<file path="src/bit_exec_pkg.sv">
// Shared constants and carrier types for the bit-oriented instruction executor
package bit_exec_pkg;
  localparam int INSTR_WIDTH = 12;
  localparam int DATA_WIDTH = 8;
  localparam int ADDR_WIDTH = 5;
  localparam int BIT_IDX_WIDTH = 3;
  localparam int OPCODE_MSB = 11;
  localparam int OPCODE_LSB = 8;
  localparam int BIT_IDX_MSB = 7;
  localparam int BIT_IDX_LSB = 5;
  localparam int ADDR_MSB = 4;
  localparam int ADDR_LSB = 0;
  localparam int REG_COUNT = 32;
  localparam logic [3:0] BIT_CLEAR_OPCODE = 4'h4;
  localparam logic [3:0] BIT_SET_OPCODE = 4'h5;
  localparam logic [3:0] BIT_TEST_SKIP_OPCODE = 4'h6;
  localparam logic [7:0] DATA_RESET = 8'h00;
  localparam int SKIP_CYCLES = 1;

  typedef enum logic [2:0] {
    OP_NONE = 3'b001,
    OP_WRITE = 3'b010,
    OP_SKIP = 3'b100
  } stage_type;

  typedef struct packed {
    logic valid;
    logic [INSTR_WIDTH-1:0] word;
  } instr_type;

  typedef struct packed {
    logic en;
    logic [ADDR_WIDTH-1:0] addr;
    logic [DATA_WIDTH-1:0] data;
  } reg_write_type;
endpackage : bit_exec_pkg

</file>
<file path="src/bit_manipulation_instr_exec.sv">
// Decode and execute of bit clear, bit set and bit test-skip-if-clear
`timescale 1ns/1ps
module bit_manipulation_instr_exec #(
  parameter int NUM_REGS = 32
) (
  input wire logic core_clk_i,
  input wire logic reset_n_i,
  input wire bit_exec_pkg::instr_type instr_i,
  output bit_exec_pkg::reg_write_type reg_wr_o,
  output logic discard_o,
  output logic nop_o,
  output logic done_o,
  output logic status_we_o
);
  import bit_exec_pkg::*;

  initial begin
    if (NUM_REGS < 1 || NUM_REGS > REG_COUNT) $error("NUM_REGS out of range");
  end

  ////////////////////////////////////////////////////////////////////////
  // Decode
  function automatic logic [3:0] opcode_of(input logic [INSTR_WIDTH-1:0] w);
    opcode_of = w[OPCODE_MSB:OPCODE_LSB];
  endfunction : opcode_of

  wire [3:0] op = opcode_of(instr_i.word);
  wire [ADDR_WIDTH-1:0] addr = instr_i.word[ADDR_MSB:ADDR_LSB];
  wire [BIT_IDX_WIDTH-1:0] bidx = instr_i.word[BIT_IDX_MSB:BIT_IDX_LSB];
  wire is_clr = instr_i.valid && (op == BIT_CLEAR_OPCODE);
  wire is_set = instr_i.valid && (op == BIT_SET_OPCODE);
  wire is_tst = instr_i.valid && (op == BIT_TEST_SKIP_OPCODE);

  ////////////////////////////////////////////////////////////////////////
  // Execute stage: hold operands while the register file is read
  stage_type stage_q;
  stage_type stage_d;
  logic [ADDR_WIDTH-1:0] addr_q;
  logic [BIT_IDX_WIDTH-1:0] bidx_q;
  logic set_val_q;
  logic skip_q;
  logic [DATA_WIDTH-1:0] rd_data;

  // A slot that follows a taken skip is the discarded prefetch
  wire accept = !skip_q;

  always_comb begin
    stage_d = OP_NONE;
    if (accept && (is_clr || is_set)) begin
      stage_d = OP_WRITE;
    end else if (accept && is_tst) begin
      stage_d = OP_SKIP;
    end
  end

  always_ff @(posedge core_clk_i) begin
    if (!reset_n_i) begin
      stage_q <= OP_NONE;
      addr_q <= '0;
      bidx_q <= '0;
      set_val_q <= 1'b0;
    end else begin
      stage_q <= stage_d;
      addr_q <= addr;
      bidx_q <= bidx;
      set_val_q <= is_set;
    end
  end

  bit_reg_file #(
    .DEPTH(NUM_REGS),
    .WIDTH(DATA_WIDTH),
    .AW(ADDR_WIDTH)
  ) u_regs (
    .core_clk_i(core_clk_i),
    .rd_addr_i(addr),
    .rd_data_o(rd_data),
    .wr_en_i(reg_wr_o.en),
    .wr_addr_i(reg_wr_o.addr),
    .wr_data_i(reg_wr_o.data)
  );

  ////////////////////////////////////////////////////////////////////////
  // Write-back and skip
  wire [DATA_WIDTH-1:0] bit_mask = DATA_WIDTH'(1) << bidx_q;
  wire [DATA_WIDTH-1:0] new_data = set_val_q ? (rd_data | bit_mask)
                                             : (rd_data & ~bit_mask);
  wire do_write = (stage_q == OP_WRITE);
  wire tested_bit = rd_data[bidx_q];
  wire do_skip = (stage_q == OP_SKIP) && !tested_bit;

  always_ff @(posedge core_clk_i) begin
    if (!reset_n_i) begin
      reg_wr_o <= '0;
      skip_q <= 1'b0;
      discard_o <= 1'b0;
      nop_o <= 1'b0;
      done_o <= 1'b0;
      status_we_o <= 1'b0;
    end else begin
      reg_wr_o.en <= do_write;
      reg_wr_o.addr <= addr_q;
      reg_wr_o.data <= new_data;
      skip_q <= do_skip;
      discard_o <= do_skip;
      nop_o <= skip_q;
      done_o <= do_write || (stage_q == OP_SKIP && tested_bit) || skip_q;
      status_we_o <= 1'b0;
    end
  end
endmodule : bit_manipulation_instr_exec

</file>
<file path="src/bit_reg_file.sv">
// Small 32 x 8 register file with registered read data
`timescale 1ns/1ps
module bit_reg_file #(
  parameter int DEPTH = 32,
  parameter int WIDTH = 8,
  parameter int AW = 5
) (
  input wire logic core_clk_i,
  input wire logic [AW-1:0] rd_addr_i,
  output logic [WIDTH-1:0] rd_data_o,
  input wire logic wr_en_i,
  input wire logic [AW-1:0] wr_addr_i,
  input wire logic [WIDTH-1:0] wr_data_i
);
  initial begin
    if (DEPTH > (1 << AW)) $error("bit_reg_file: DEPTH exceeds address range");
  end

  logic [WIDTH-1:0] mem_q [DEPTH];

  always_ff @(posedge core_clk_i) begin
    if (wr_en_i) begin
      mem_q[wr_addr_i] <= wr_data_i;
    end
    rd_data_o <= mem_q[rd_addr_i];
  end
endmodule : bit_reg_file

</file>
<file path="config.mk">
export PLATFORM = sky130hd
export DESIGN_NAME = bit_manipulation_instr_exec
export DESIGN_NICKNAME = d
export VERILOG_FILES = /design/src/bit_exec_pkg.sv /design/src/bit_manipulation_instr_exec.sv /design/src/bit_reg_file.sv
export SDC_FILE = /design/constraint.sdc
export NUM_CORES = 1
export LEC_CHECK = 0
export BUFFER_PORTS_ARGS = -buffer_cell sky130_fd_sc_hd__buf_4
export CAP_MARGIN = 20
export CORE_ASPECT_RATIO = 0.6
export CORE_MARGIN = 2
export CORE_UTILIZATION = 55
export DETAILED_ROUTE_END_ITERATION = 12
export HOLD_SLACK_MARGIN = 0.06
export PLACE_DENSITY = 0.72
export SLEW_MARGIN = 0
export SYNTH_ARGS = -nofsm -noshare
export SYNTH_HDL_FRONTEND = slang
export SYNTH_SLANG_ARGS = --single-unit
</file>
<file path="constraint.sdc">
create_clock -name core_clk_i -period 3.55 [get_ports core_clk_i]
set_input_delay 0.355 -clock core_clk_i [delete_from_list [all_inputs] [get_ports core_clk_i]]
set_output_delay 0.355 -clock core_clk_i [all_outputs]
set_load 0.02 [all_outputs]
</file>
# Word-level counts from Yosys, hierarchy flattened
# Memory sizes are Yosys's and may differ from the RTL's. A register that Yosys moved wholly into a read port is not among the register bits.
# Cells that the tools add are included.
[word_totals] regBits=29 ramBits=256 input_bits=15 output_inout_bits=18 word_cells=43 memories=1
[memory_table] name="u_regs.mem_q" words=32 word_bits=8 rd=1 rd_clocked_by_memory_dff=1 write_ports=1 line="bit_reg_file.sv:19" text="logic [WIDTH-1:0] mem_q [DEPTH];"
[classes] magnitude_cmp=1 eq_ne=5 shifts=1 n_mux=7 n_bitwise=4 reduce_logical=13
[ops] op="$eq 4x3->1 const B" count=3
[ops] op="$and 8x8->8" count=1
[ops] op="$mux 8" count=1
[ops] op="$not 8->8" count=1
[ops] op="$or 8x8->8" count=1
[ops] op="$shl 1x3->8 const A" count=1
[ops] op="$logic_and 1x1->1" count=7
[ops] op="$lt 3x4->1 const B" count=1
[ops] op="$bmux 1 s3" count=1
[ops] op="$eq 3x2->1 const B" count=1
[ops] op="$eq 3x3->1 const B" count=1
[ops] op="$logic_or 1x1->1" count=3
[ops] op="$mux 1" count=3
[ops] op="$mux 3" count=1
[ops] op="$logic_not 1->1" count=2
[ops] op="$mux 2" count=1
[ops] op="$reduce_or 2->1" count=1
[ops] op="$not 1->1" count=1

# Depth between registers and ports, before layout
# Gate-level depths: netlist (run 1).
[logic_depth] ltp_word=5 ltp_mapped=5 depth_no_buf=3

# By module
# From an unflattened synthesis (run 1), not the netlist that was laid out.
[hier_totals] cells_unflattened=515 hier_area_um2=11125.7
[modules_own_cells] module="bit_reg_file" n_inst=1 cells_each=417 area_each_um2=10053.4 seq_area_each_um2=7847.5
[modules_own_cells] module="bit_manipulation_instr_exec" n_inst=1 cells_each=98 area_each_um2=1072.3 seq_area_each_um2=580.6

# Worst setup path after synthesis (run 1)
# OpenSTA, ideal clock, no wires.
[synth_timing] kind="register to register" from="register reg_wr_o[12] (netlist name)" to="memory u_regs.mem_q[19][0] (enable)" setup_ns=0.370 t_arrival_ns=1.346 required_ns=3.180 slack_ns=1.833 stages_incl_launch_ff=3 path_buffers=0 synth_period_minus_slack_ns=1.717 cell_sequence="dfxtp_1 or3b_1 nor2_1"
[synth_rtl] element="start: declaration" line="bit_manipulation_instr_exec.sv:9" text="output bit_exec_pkg::reg_write_type reg_wr_o,"
[synth_rtl] element="end: declaration" line="bit_reg_file.sv:19"
# Straight into the memory's write port.

# Worst setup path after layout (run 1)
[layout_timing] from="register reg_wr_o[13] (netlist name)" to="memory u_regs.mem_q[30][1] (enable)"
[layout_via] elab_chain_cells=2
[layout_rtl] element="$mux 1" line="bit_reg_file.sv:22" text="if (wr_en_i) begin"
[layout_rtl] element="$mux 1 (not written as such)" line="bit_reg_file.sv:23" text="mem_q[wr_addr_i] <= wr_data_i;"
# No other way between the ends.

==> results of run 1 <==
[routing by layer]
metal / wire (µm) / GRT usage, % / vias up / part of all wire (%)
met5: 0 / 0 / - / 0
met4: 714 / 7.14 / 0 / 3.0
met3: 2510 / 7.08 / 47 / 10
met2: 10200 / 32.8 / 260 / 43
met1: 10500 / 35.0 / 2814 / 44
li1: - / - / 2300 / -
[repair_timing]
| action | CTS | global route |
|---|---|---|
| gates resized for setup | 0 | 0 |
| endpoints found under the hold margin | 7 | 0 |
| endpoints found under the setup margin | 0 | 0 |
| hold buffers | 5 | 0 |
[stage by stage]
step / std cells / power (mW) / worst slack (ns)
2_1_floorplan: 532 / 4.14 / 1.83
3_3_place_gp: 817 / 4.27 / 1.09
3_5_place_dp: 817 / 4.28 / 1.08
4_1_cts: 870 / 7.06 / 1.32
5_1_grt: 870 / 7.22 / 1.18
6_report: 870 / 7.02 / 1.25
[worst paths after layout]
kind                                   start             endpoint  slack [ns]
worst max-delay path            reg_wr_o[13]  u_regs.mem_q[30][1]        1.25
worst min-delay path              instr_i[0]            addr_q[0]        0.15
worst max register to register  reg_wr_o[13]  u_regs.mem_q[30][1]        1.25
worst min register to register    stage_q[0]         reg_wr_o[13]        0.43
[worst max-delay path, stage by stage, from the launching register on]
cell      delay [ns]
dfxtp_1         0.44
nand3b_1        0.49
nor2_1          0.99
[cell type report]
type | count | area share, %
clock buffer | 30 | 5.48
sequential | 293 | 67.3
multi-input combinational | 209 | 20.1
tap | 273 | 2.73
clock inverter | 18 | 1.36
timing repair buffer | 47 | 3.02
[sequential cells by signal (all words and copies together), names as in the netlist]
name	flops
nop_o	1
bidx_q	3
done_o	1
reg_wr_o	14
stage_q	3
skip_q	1
u_regs.mem_q	256
set_val_q	1
u_regs.rd_data_o	8
addr_q	5
[Yosys cell counts (all sizes together)]
| cell | count |
|---|---|
| a211o | 1 |
| and2 | 14 |
| buf | 24 |
| clkbuf | 6 |
| conb | 1 |
| dfxtp | 37 |
| edfxtp | 256 |
| mux2i | 9 |
| mux4 | 66 |
| nand2 | 1 |
| nand3 | 4 |
| nand3b | 11 |
| nand4b | 1 |
| nand4bb | 1 |
| nor2 | 34 |
| nor2b | 9 |
| nor3 | 2 |
| nor3b | 4 |
| nor4 | 8 |
| nor4b | 1 |
| nor4bb | 1 |
| o21ai | 1 |
| o22ai | 32 |
| or3 | 2 |
| or3b | 6 |
[power by group]
part / internal (mW) / switching [mW] / total [mW]
Sequential: 3.81 / 0.0682 / 3.88
Clock: 1.61 / 1.20 / 2.81
Combinational: 0.144 / 0.192 / 0.336
[cell families after synthesis]
group                  Yosys count  synth area share (%)
buffers and inverters           30                  1.95
other                            1                0.0336
AND/OR/NAND/NOR                 99                  5.65
AO/OA/AOI/OAI                   34                  1.92
flip-flops                     293                  75.5
multiplexers                    75                  15.0
==> qor.yml, run 1 <==
ant_nets: 0
mostFrequentLayoutCells: "256 x edfxtp_1, 41 x buf_4, 40 x mux4_2"
die_h_um: 114
regArea_um2: 8430
wl_per_cell_um: 27.5
portBuffers: 31
synth_largest_area_cell: "edfxtp_1"
rsz0062_at_grt: "false"
fmax_mhz: 434
skew_ns: 0.0186
rows: 40
post-route-period-util_pct: 64.9
dp.final_hpwl_um: 15000
wirelength_um: 23900
required_ns: 3.69
power.density_nw_per_um2: 561
arrival_ns: 2.44
post_dp_cell_area_um2: 11600
dieArea_um2: 21500
die_w_um: 188
r2r_cells: 2
syn_area_per_cell_um2: 21.0
first_pass_iters: 5
viasPerCell: 6.23
synth_cells: 532
synth_area_leaders: "edfxtp_1 69%, mux4_2 8.1%, dfxtp_1 6.6%"
synth_top_area_share_pct: 68.8
critPathCaptureType: "register"
drc: 0
final_hold_viol_count: 0
cp_max_fo: 8
synth-seq-area-share_pct: 75.5
yosysWarnings: 0
grt_pass1_vias: 5421
antenna_found_initial: 0
synth_seq_cells: 293
grt_max_degree: 49
run_status: "finished, final reports clean"
syn_nets: 547
grt_overflow_total: 0
worst_pin_slew_ns: 1.05
io_pins: 33
gp_congestion: 0.818
post_cts_buffers: 0
leakagePower_nw: 4.07
cts-buffers-inserted: 26
tritoncts: "yes"
hold_class: "input pin to register"
setup_tns_ns: 0
ctsRootBufferMaster: "clkbuf_16"
drive_above_1_share_pct: 22.1
slew_headroom_pct: 29.9
core_um2: 20000
final_common_cell: "edfxtp_1"
drv_slew: 0
final_nets: 592
critical_path_class: "register to register"
nFillCells: 1322
routed-via-count: 5421
cts-htree-levels: 1
finalSetupViolCount: 0
cts_sinks: 293
ys_types: 33
clk_pin_slew_worst_paths_ns: 0.07
multi_input_area_um2: 2520
grt_pass1_wl_um: 35400
min_path_cells: 2
synthToLayoutAreaGrowth_pct: 12.2
syn_area_um2: 11200
ir_drop_uv: 496
cp-start-kind: "register"
fin_area_um2: 12500
hold_ws_ns: 0.148
diodes: 0
cts_buffer_depth: 3
start_util_pct: 55.9
max_cap_viol_count: 0
drt-initial-drc-count: 600
clock_latency_ns: 0.53
min_period_ns: 2.30
grt_usage_pct: 23.2
fin_util_pct: 62.7
Note: power is estimated with default switching activity, not from simulation.
==> inputs of run 2 (changes only) <==
--- a/config.mk
+++ b/config.mk
@@ -5,6 +5,7 @@
 export SDC_FILE = /design/constraint.sdc
 export NUM_CORES = 1
 export LEC_CHECK = 0
+export ABC_AREA = 1
 export BUFFER_PORTS_ARGS = -buffer_cell sky130_fd_sc_hd__buf_4
 export CAP_MARGIN = 20
 export CORE_ASPECT_RATIO = 0.6
==> constraint.sdc (replaced) <==
create_clock -name core_clk_i -period 2.25 [get_ports core_clk_i]
set_input_delay 0.225 -clock core_clk_i [delete_from_list [all_inputs] [get_ports core_clk_i]]
set_output_delay 0.225 -clock core_clk_i [all_outputs]
set_load 0.02 [all_outputs]
==> qor.yml, run 2 <==
run_status: "finished, final reports clean"  # unchanged
top_layer_used: "met4"  # unchanged
min_period_ns: 2.09
max_cap_viol_count: 0  # unchanged
slew_headroom_pct: 60.1  # was 29.9%
antenna_found_initial: 0  # unchanged
post_dp_cell_area_um2: 12500  # was 11600 µm²
syn_area_um2: 11700  # was 11200 µm²
grt_usage_pct: 25.5  # was 23.2%
drt-initial-drc-count: 781  # was 600
grt_pass1_wl_um: 43000  # was 35400 µm
synth_common_cells: "386 x nand2_1, 256 x edfxtp_1, 212 x nand3_1"  # was 256 x edfxtp_1, 40 x mux4_2, 37 x dfxtp_1
largest-register: "u_regs.mem_q"  # unchanged
synth.most_common_cell: "nand2_1"  # was edfxtp_1
syn_nets: 1066  # was 547
cts_sinks: 293  # unchanged
wl_met1_um: 12000  # was 10500 µm
arrival_ns: 2.55  # was 2.44 ns
grt_max_degree: 130  # was 49
synth_area_leaders: "edfxtp_1 66%, nand2_1 12%, nand3_1 9.1%"  # was edfxtp_1 69%, mux4_2 8.1%, dfxtp_1 6.6%
cp_max_fo: 21  # was 8
async_reset_ff_share_pct: 0  # unchanged
mostFrequentLayoutCells: "386 x nand2_1, 256 x edfxtp_1, 212 x nand3_1"  # was 256 x edfxtp_1, 41 x buf_4, 40 x mux4_2
final-instance-count-excl-fill: 1427  # was 870
nFillCells: 1595  # was 1322
critical_path_class: "input pin to register"  # was register to register
largest_reg_flops: 256  # unchanged
drc: 0  # unchanged
dp.final_hpwl_um: 16900  # was 15000 µm
tritoncts: "yes"  # unchanged
synthToLayoutAreaGrowth_pct: 15.4  # was 12.2%
cts.hold.buffers_added: 16  # was 5
gp_congestion: 0.850  # was 0.818
post_cts_buffers: 0  # unchanged
final_hold_viol_count: 0  # unchanged
post-route-period-util_pct: 92.7
routed-via-count: 8039  # was 5421
synth-seq-area-share_pct: 72.0  # was 75.5%
final_nets: 1143  # was 592
io_pins: 33  # unchanged
yosysWarnings: 0  # unchanged
clk_pin_slew_worst_paths_ns: 0.07  # about the same
synth_cells: 1051  # was 532
dr_wl_met3_um: 2710  # was 2510 µm
cts-buffers-inserted: 26  # unchanged
dpl.cell_count: 1363  # was 817
portBuffers: 31  # unchanged
dr_wl_met2_um: 12700  # was 10200 µm
grt_pass1_vias: 7557  # was 5421
wl_per_cell_um: 19.6  # was 27.5 µm
worst_pin_slew_ns: 0.598  # was 1.05 ns
cp-start-kind: "input pin"  # was register
synth_top_area_share_pct: 65.7  # was 68.8%
synth_ff_type: "edfxtp_1"  # unchanged
drive_above_1_share_pct: 11.5  # was 22.1%
hold_class: "input pin to register"  # unchanged
final_common_cell: "nand2_1"  # was edfxtp_1
syn_area_per_cell_um2: 11.1  # was 21.0 µm²
setup_tns_ns: 0  # unchanged
cts-htree-levels: 1  # unchanged
fin_area_um2: 13500  # was 12500 µm²
reg.largest.list: "u_regs.mem_q: 256 flops, reg_wr_o: 14 flops, u_regs.rd_data_o: 8 flops"  # unchanged
first_pass_iters: 5  # unchanged
synth_seq_cells: 293  # unchanged
power.density_nw_per_um2: 841  # was 561 nW/µm²
ir_drop_uv: 619  # was 496 µV
dieArea_um2: 22500  # was 21500 µm²
leakagePower_nw: 5.28  # was 4.07 nW
finalSetupViolCount: 0  # unchanged
ys_types: 19  # was 33
ctsRootBufferMaster: "clkbuf_16"  # unchanged
synth_largest_area_cell: "edfxtp_1"  # unchanged
grt_overflow_total: 0  # unchanged
drv_slew: 0  # unchanged
rsz0062_at_grt: "false"  # unchanged
ant_nets: 0  # unchanged
die_h_um: 117  # was 114 µm
viasPerCell: 5.63  # was 6.23
synth_edf_count: 256  # unchanged
die_w_um: 192  # was 188 µm
fmax_mhz: 479
critPathCaptureType: "register"  # unchanged
cts_resized: 0  # unchanged
cts_buffer_depth: 3  # unchanged
clock_latency_ns: 0.54  # was 0.53 ns
rows: 41  # was 40
required_ns: 2.72  # was 3.69 ns
wirelength_um: 28000  # was 23900 µm
skew_ns: 0.0251  # was 0.0186 ns
start_util_pct: 55.9  # about the same
diodes: 0  # unchanged
core_um2: 20900  # was 20000 µm²
-- run 2: changes by cell type after synthesis, sizes merged, moves of 9 or more --
| cell | delta |
|---|---|
| and2 | -14 |
| buf | +19 |
| inv | +38 |
| mux2i | -9 |
| mux4 | -66 |
| nand2 | +385 |
| nand3 | +208 |
| nand3b | -10 |
| nor2b | -9 |
| o21ai | +13 |
| o22ai | -32 |
-- run 2: final cells by class --
| type | count | area (µm²) | area share (%) |
|---|---|---|---|
| inverters | 38 | 144 | 1.07 |
| well taps | 279 | 349 | 2.58 |
| flip-flops and latches | 293 | 8430 | 62.4 |
| clock buffers | 39 | 752 | 5.57 |
| clock inverters | 9 | 120 | 0.889 |
| multi-input cells | 664 | 2800 | 20.7 |
| repair buffers | 105 | 916 | 6.78 |
-- run 2: cells by family (layout without fill, tap and decap cells) --
| group | count (synthesis) | count (layout) | share of synthesized area (%) |
|---|---|---|---|
| other | 1 | 1 | 0.0320 |
| buffers and inverters | 94 | 191 | 4.06 |
| flip-flops | 293 | 293 | 72.0 |
| AO/OA/AOI/OAI | 22 | 22 | 0.941 |
| AND/OR/NAND/NOR | 641 | 641 | 23.0 |
-- run 2: worst paths after layout --
path / endpoint / startpoint / cells after the start / slack [ns]
setup / recovery: stage_q[2] / reset_n_i / 6 / 0.16
hold / removal: addr_q[2] / instr_i[2] / 3 / 0.08
setup reg to reg: u_regs.mem_q[8][5] / reg_wr_o[8] / 4 / 0.64
hold reg to reg: reg_wr_o[9] / addr_q[1] / 2 / 0.41
-- run 2: through the flow --
step / hold WS (ns) / total power, mW / worst slack [ns] / util [%]
6_report: 0.0780 / 11.4 / 0.164 / 64.5
5_1_grt: 0.0955 / 11.7 / 0.0750 / 64.5
4_1_cts: 0.0627 / 11.4 / 0.233 / 64.5
3_5_place_dp: 0.397 / 6.88 / 0.563 / 59.6
3_3_place_gp: 0.394 / 6.86 / 0.593 / 59.6
2_1_floorplan: 0.303 / 6.58 / 0.744 / -
-- run 2: routing by layer --
metal | vias to the layer above | GRT usage [%]
li1 | 3759 | -
met1 | 3868 | 37.0
met2 | 362 | 40.4
met3 | 50 | 4.95
met4 | 0 | 6.26
met5 | - | 0
-- run 2: worst max-delay path: stages --
cell and delay (ns):
dlygate4sd3_1 0.53, buf_4 0.25, nand3b_1 0.13, dlygate4sd3_1 0.59, nor3_1 0.24, dlygate4sd3_1 0.59
-- run 2: where the power goes --
part | internal, mW | leakage, nW | switching, mW
sequential | 5.98 | 2.65 | 0.0633
clock | 2.65 | 0.434 | 1.92
combinational | 0.233 | 2.19 | 0.509
total | 8.87 | 5.28 | 2.49
==> inputs of run 3 (changes only) <==
--- a/config.mk
+++ b/config.mk
@@ -8,7 +8,6 @@
 export ABC_AREA = 1
 export BUFFER_PORTS_ARGS = -buffer_cell sky130_fd_sc_hd__buf_4
 export CAP_MARGIN = 20
-export CORE_ASPECT_RATIO = 0.6
 export CORE_MARGIN = 2
 export CORE_UTILIZATION = 55
 export DETAILED_ROUTE_END_ITERATION = 12
==> qor.yml, run 3 (same netlist as run 2, synthesis figures left out) <==
run_status: "finished, final reports clean"  # unchanged
tritoncts: "yes"  # unchanged
final_common_cell: "nand2_1"  # unchanged
post-route-period-util_pct: 93.8  # was 92.7%
io_pins: 33  # unchanged
worst_pin_slew_ns: 0.799  # was 0.598 ns
routed-via-count: 7946  # was 8039
wl_per_cell_um: 18.9  # was 19.6 µm
rsz0062_at_grt: "false"  # unchanged
fin_ws_ns: 0.140  # was 0.164 ns
required_ns: 2.73  # was 2.72 ns
core_um2: 21000  # was 20900 µm²
cp_max_fo: 21  # unchanged
min_period_ns: 2.11  # was 2.09 ns
r2r_cells: 3  # was 4
cts_sinks: 293  # unchanged
die_h_um: 150  # was 117 µm
cp_common_cell: "dlygate4sd3_1"  # unchanged
rr_startpoint: "reg_wr_o[8]"  # unchanged
final_nets: 1139  # was 1143
antenna_found_initial: 1  # was 0
cts_resized: 0  # unchanged
arrival_ns: 2.59  # was 2.55 ns
ctsRootBufferMaster: "clkbuf_16"  # unchanged
drive_above_1_share_pct: 11.0  # was 11.5%
grt_pass1_vias: 7597  # was 7557
max_cap_viol_count: 0  # unchanged
comb_power_share_pct: 6.4  # was 6.5%
grt_max_degree: 130  # unchanged
finalSetupViolCount: 0  # unchanged
setup_tns_ns: 0  # unchanged
critical_path_class: "input pin to register"  # unchanged
portBuffers: 31  # unchanged
crit_slowest_cell: "dlygate4sd3_1"  # unchanged
largest_reg_flops: 256  # unchanged
final_hold_viol_count: 0  # unchanged
wirelength_um: 26800  # was 28000 µm
fmax_mhz: 474  # was 479 MHz
diodes: 0  # unchanged
nFillCells: 1598  # was 1595
clk_pin_slew_worst_paths_ns: 0.06  # was 0.07 ns
cp-start-kind: "input pin"  # unchanged
seqPwrFrac_pct: 53.5  # was 53.2%
crit_start: "reset_n_i"  # unchanged
viasPerCell: 5.59  # was 5.63
cts-buffers-inserted: 28  # was 26
fin_area_um2: 13500  # about the same
cts_buffer_depth: 3  # unchanged
cts-htree-levels: 1  # unchanged
drv_slew: 0  # unchanged
crit_path_cell_trace: "dlygate4sd3_1 -> buf_4 -> nand3b_1 -> dlygate4sd3_1 -> nor3_1 -> dlygate4sd3_1"  # unchanged
ant_nets: 0  # unchanged
clock_latency_ns: 0.54  # about the same
post_cts_buffers: 0  # unchanged
dp.final_hpwl_um: 16200  # was 16900 µm
synthToLayoutAreaGrowth_pct: 15.2  # was 15.4%
largest-register: "u_regs.mem_q"  # unchanged
hold_class: "input pin to register"  # unchanged
dieArea_um2: 22500  # about the same
ir_drop_uv: 744  # was 619 µV
power.total_mw: 11.3  # was 11.4 mW
skew_ns: 0.0120  # was 0.0251 ns
grt_pass1_wl_um: 41400  # was 43000 µm
start_util_pct: 55.9  # about the same
drt-initial-drc-count: 868  # was 781
critPathCaptureType: "register"  # unchanged
gp_congestion: 0.847  # was 0.850
min_path_cells: 5  # was 3
p_sw_mw: 2.53  # was 2.49 mW
drc: 0  # unchanged
p_int_mw: 8.78  # was 8.87 mW
post_dp_cell_area_um2: 12400  # was 12500 µm²
mostFrequentLayoutCells: "386 x nand2_1, 256 x edfxtp_1, 212 x nand3_1"  # unchanged
grt_overflow_total: 0  # unchanged
power.density_nw_per_um2: 839  # was 841 nW/µm²
clock_power_share_pct: 40.2  # about the same
dp_slack_ns: 0.428  # was 0.563 ns
rows: 53  # was 41
grt_usage_pct: 24.4  # was 25.5%
max_stage_delay_ns: 0.60  # was 0.59 ns
die_w_um: 150  # was 192 µm
switching_share_pct: 22.3  # was 21.9%
first_pass_iters: 6  # was 5
slew_headroom_pct: 46.6  # was 60.1%
reg.largest.list: "u_regs.mem_q: 256 flops, reg_wr_o: 14 flops, u_regs.rd_data_o: 8 flops"  # unchanged
leakagePower_nw: 5.24  # was 5.28 nW
hp-start: "instr_i[12]"  # was instr_i[2]
[run 3: power groups by stage]
stage	Combinational (mW)	Clock (mW)	Sequential (mW)
after floorplan	0.382	0	6.19
after global placement	0.684	0	6.16
after detailed placement	0.699	0	6.16
after CTS	0.723	4.58	6.05
after global routing	0.794	4.80	6.05
final	0.721	4.54	6.05
[run 3: path summary, 6_finish.rpt]
path / to / slack [ns]
worst max-delay path: stage_q[1] / 0.14
worst min-delay path: stage_q[0] / 0.13
worst max register to register: u_regs.mem_q[16][7] / 0.51
worst min register to register: reg_wr_o[10] / 0.41
[run 3: timing repair]
item | 4_1_cts | 5_1_grt
hold buffers | 17 | 0
hold endpoints to repair | 28 | 0
endpoints found under the setup margin | 0 | 0
[run 3: final cells by class]
class | count | area [µm²] | area share, %
sequential | 293 | 8430 | 62.5
clock buffer | 31 | 733 | 5.44
tap | 275 | 344 | 2.55
clock inverter | 21 | 159 | 1.18
timing repair buffer | 99 | 873 | 6.48
inverter | 38 | 144 | 1.07
multi-input combinational | 664 | 2800 | 20.8
[run 3: worst max-delay path, delay by kind of cell]
family	cells	cell delay, ns
simple gates	2	0.37
buf+inv	4	1.99
[run 3: routing by layer]
layer	routed length [µm]	track usage, %
met1	10900	33.2
met2	13000	39.9
met3	1930	3.66
met4	972	9.72
met5	12	0
[run 3: stage by stage]
stage | std cells | util [%] | hold slack, ns
3_5_place_dp | 1352 | 59.3 | 0.402
2_1_floorplan | 1051 | - | 0.303
3_3_place_gp | 1352 | 59.3 | 0.394
4_1_cts | 1421 | 64.3 | 0.102
5_1_grt | 1421 | 64.3 | 0.186
6_report | 1421 | 64.3 | 0.130
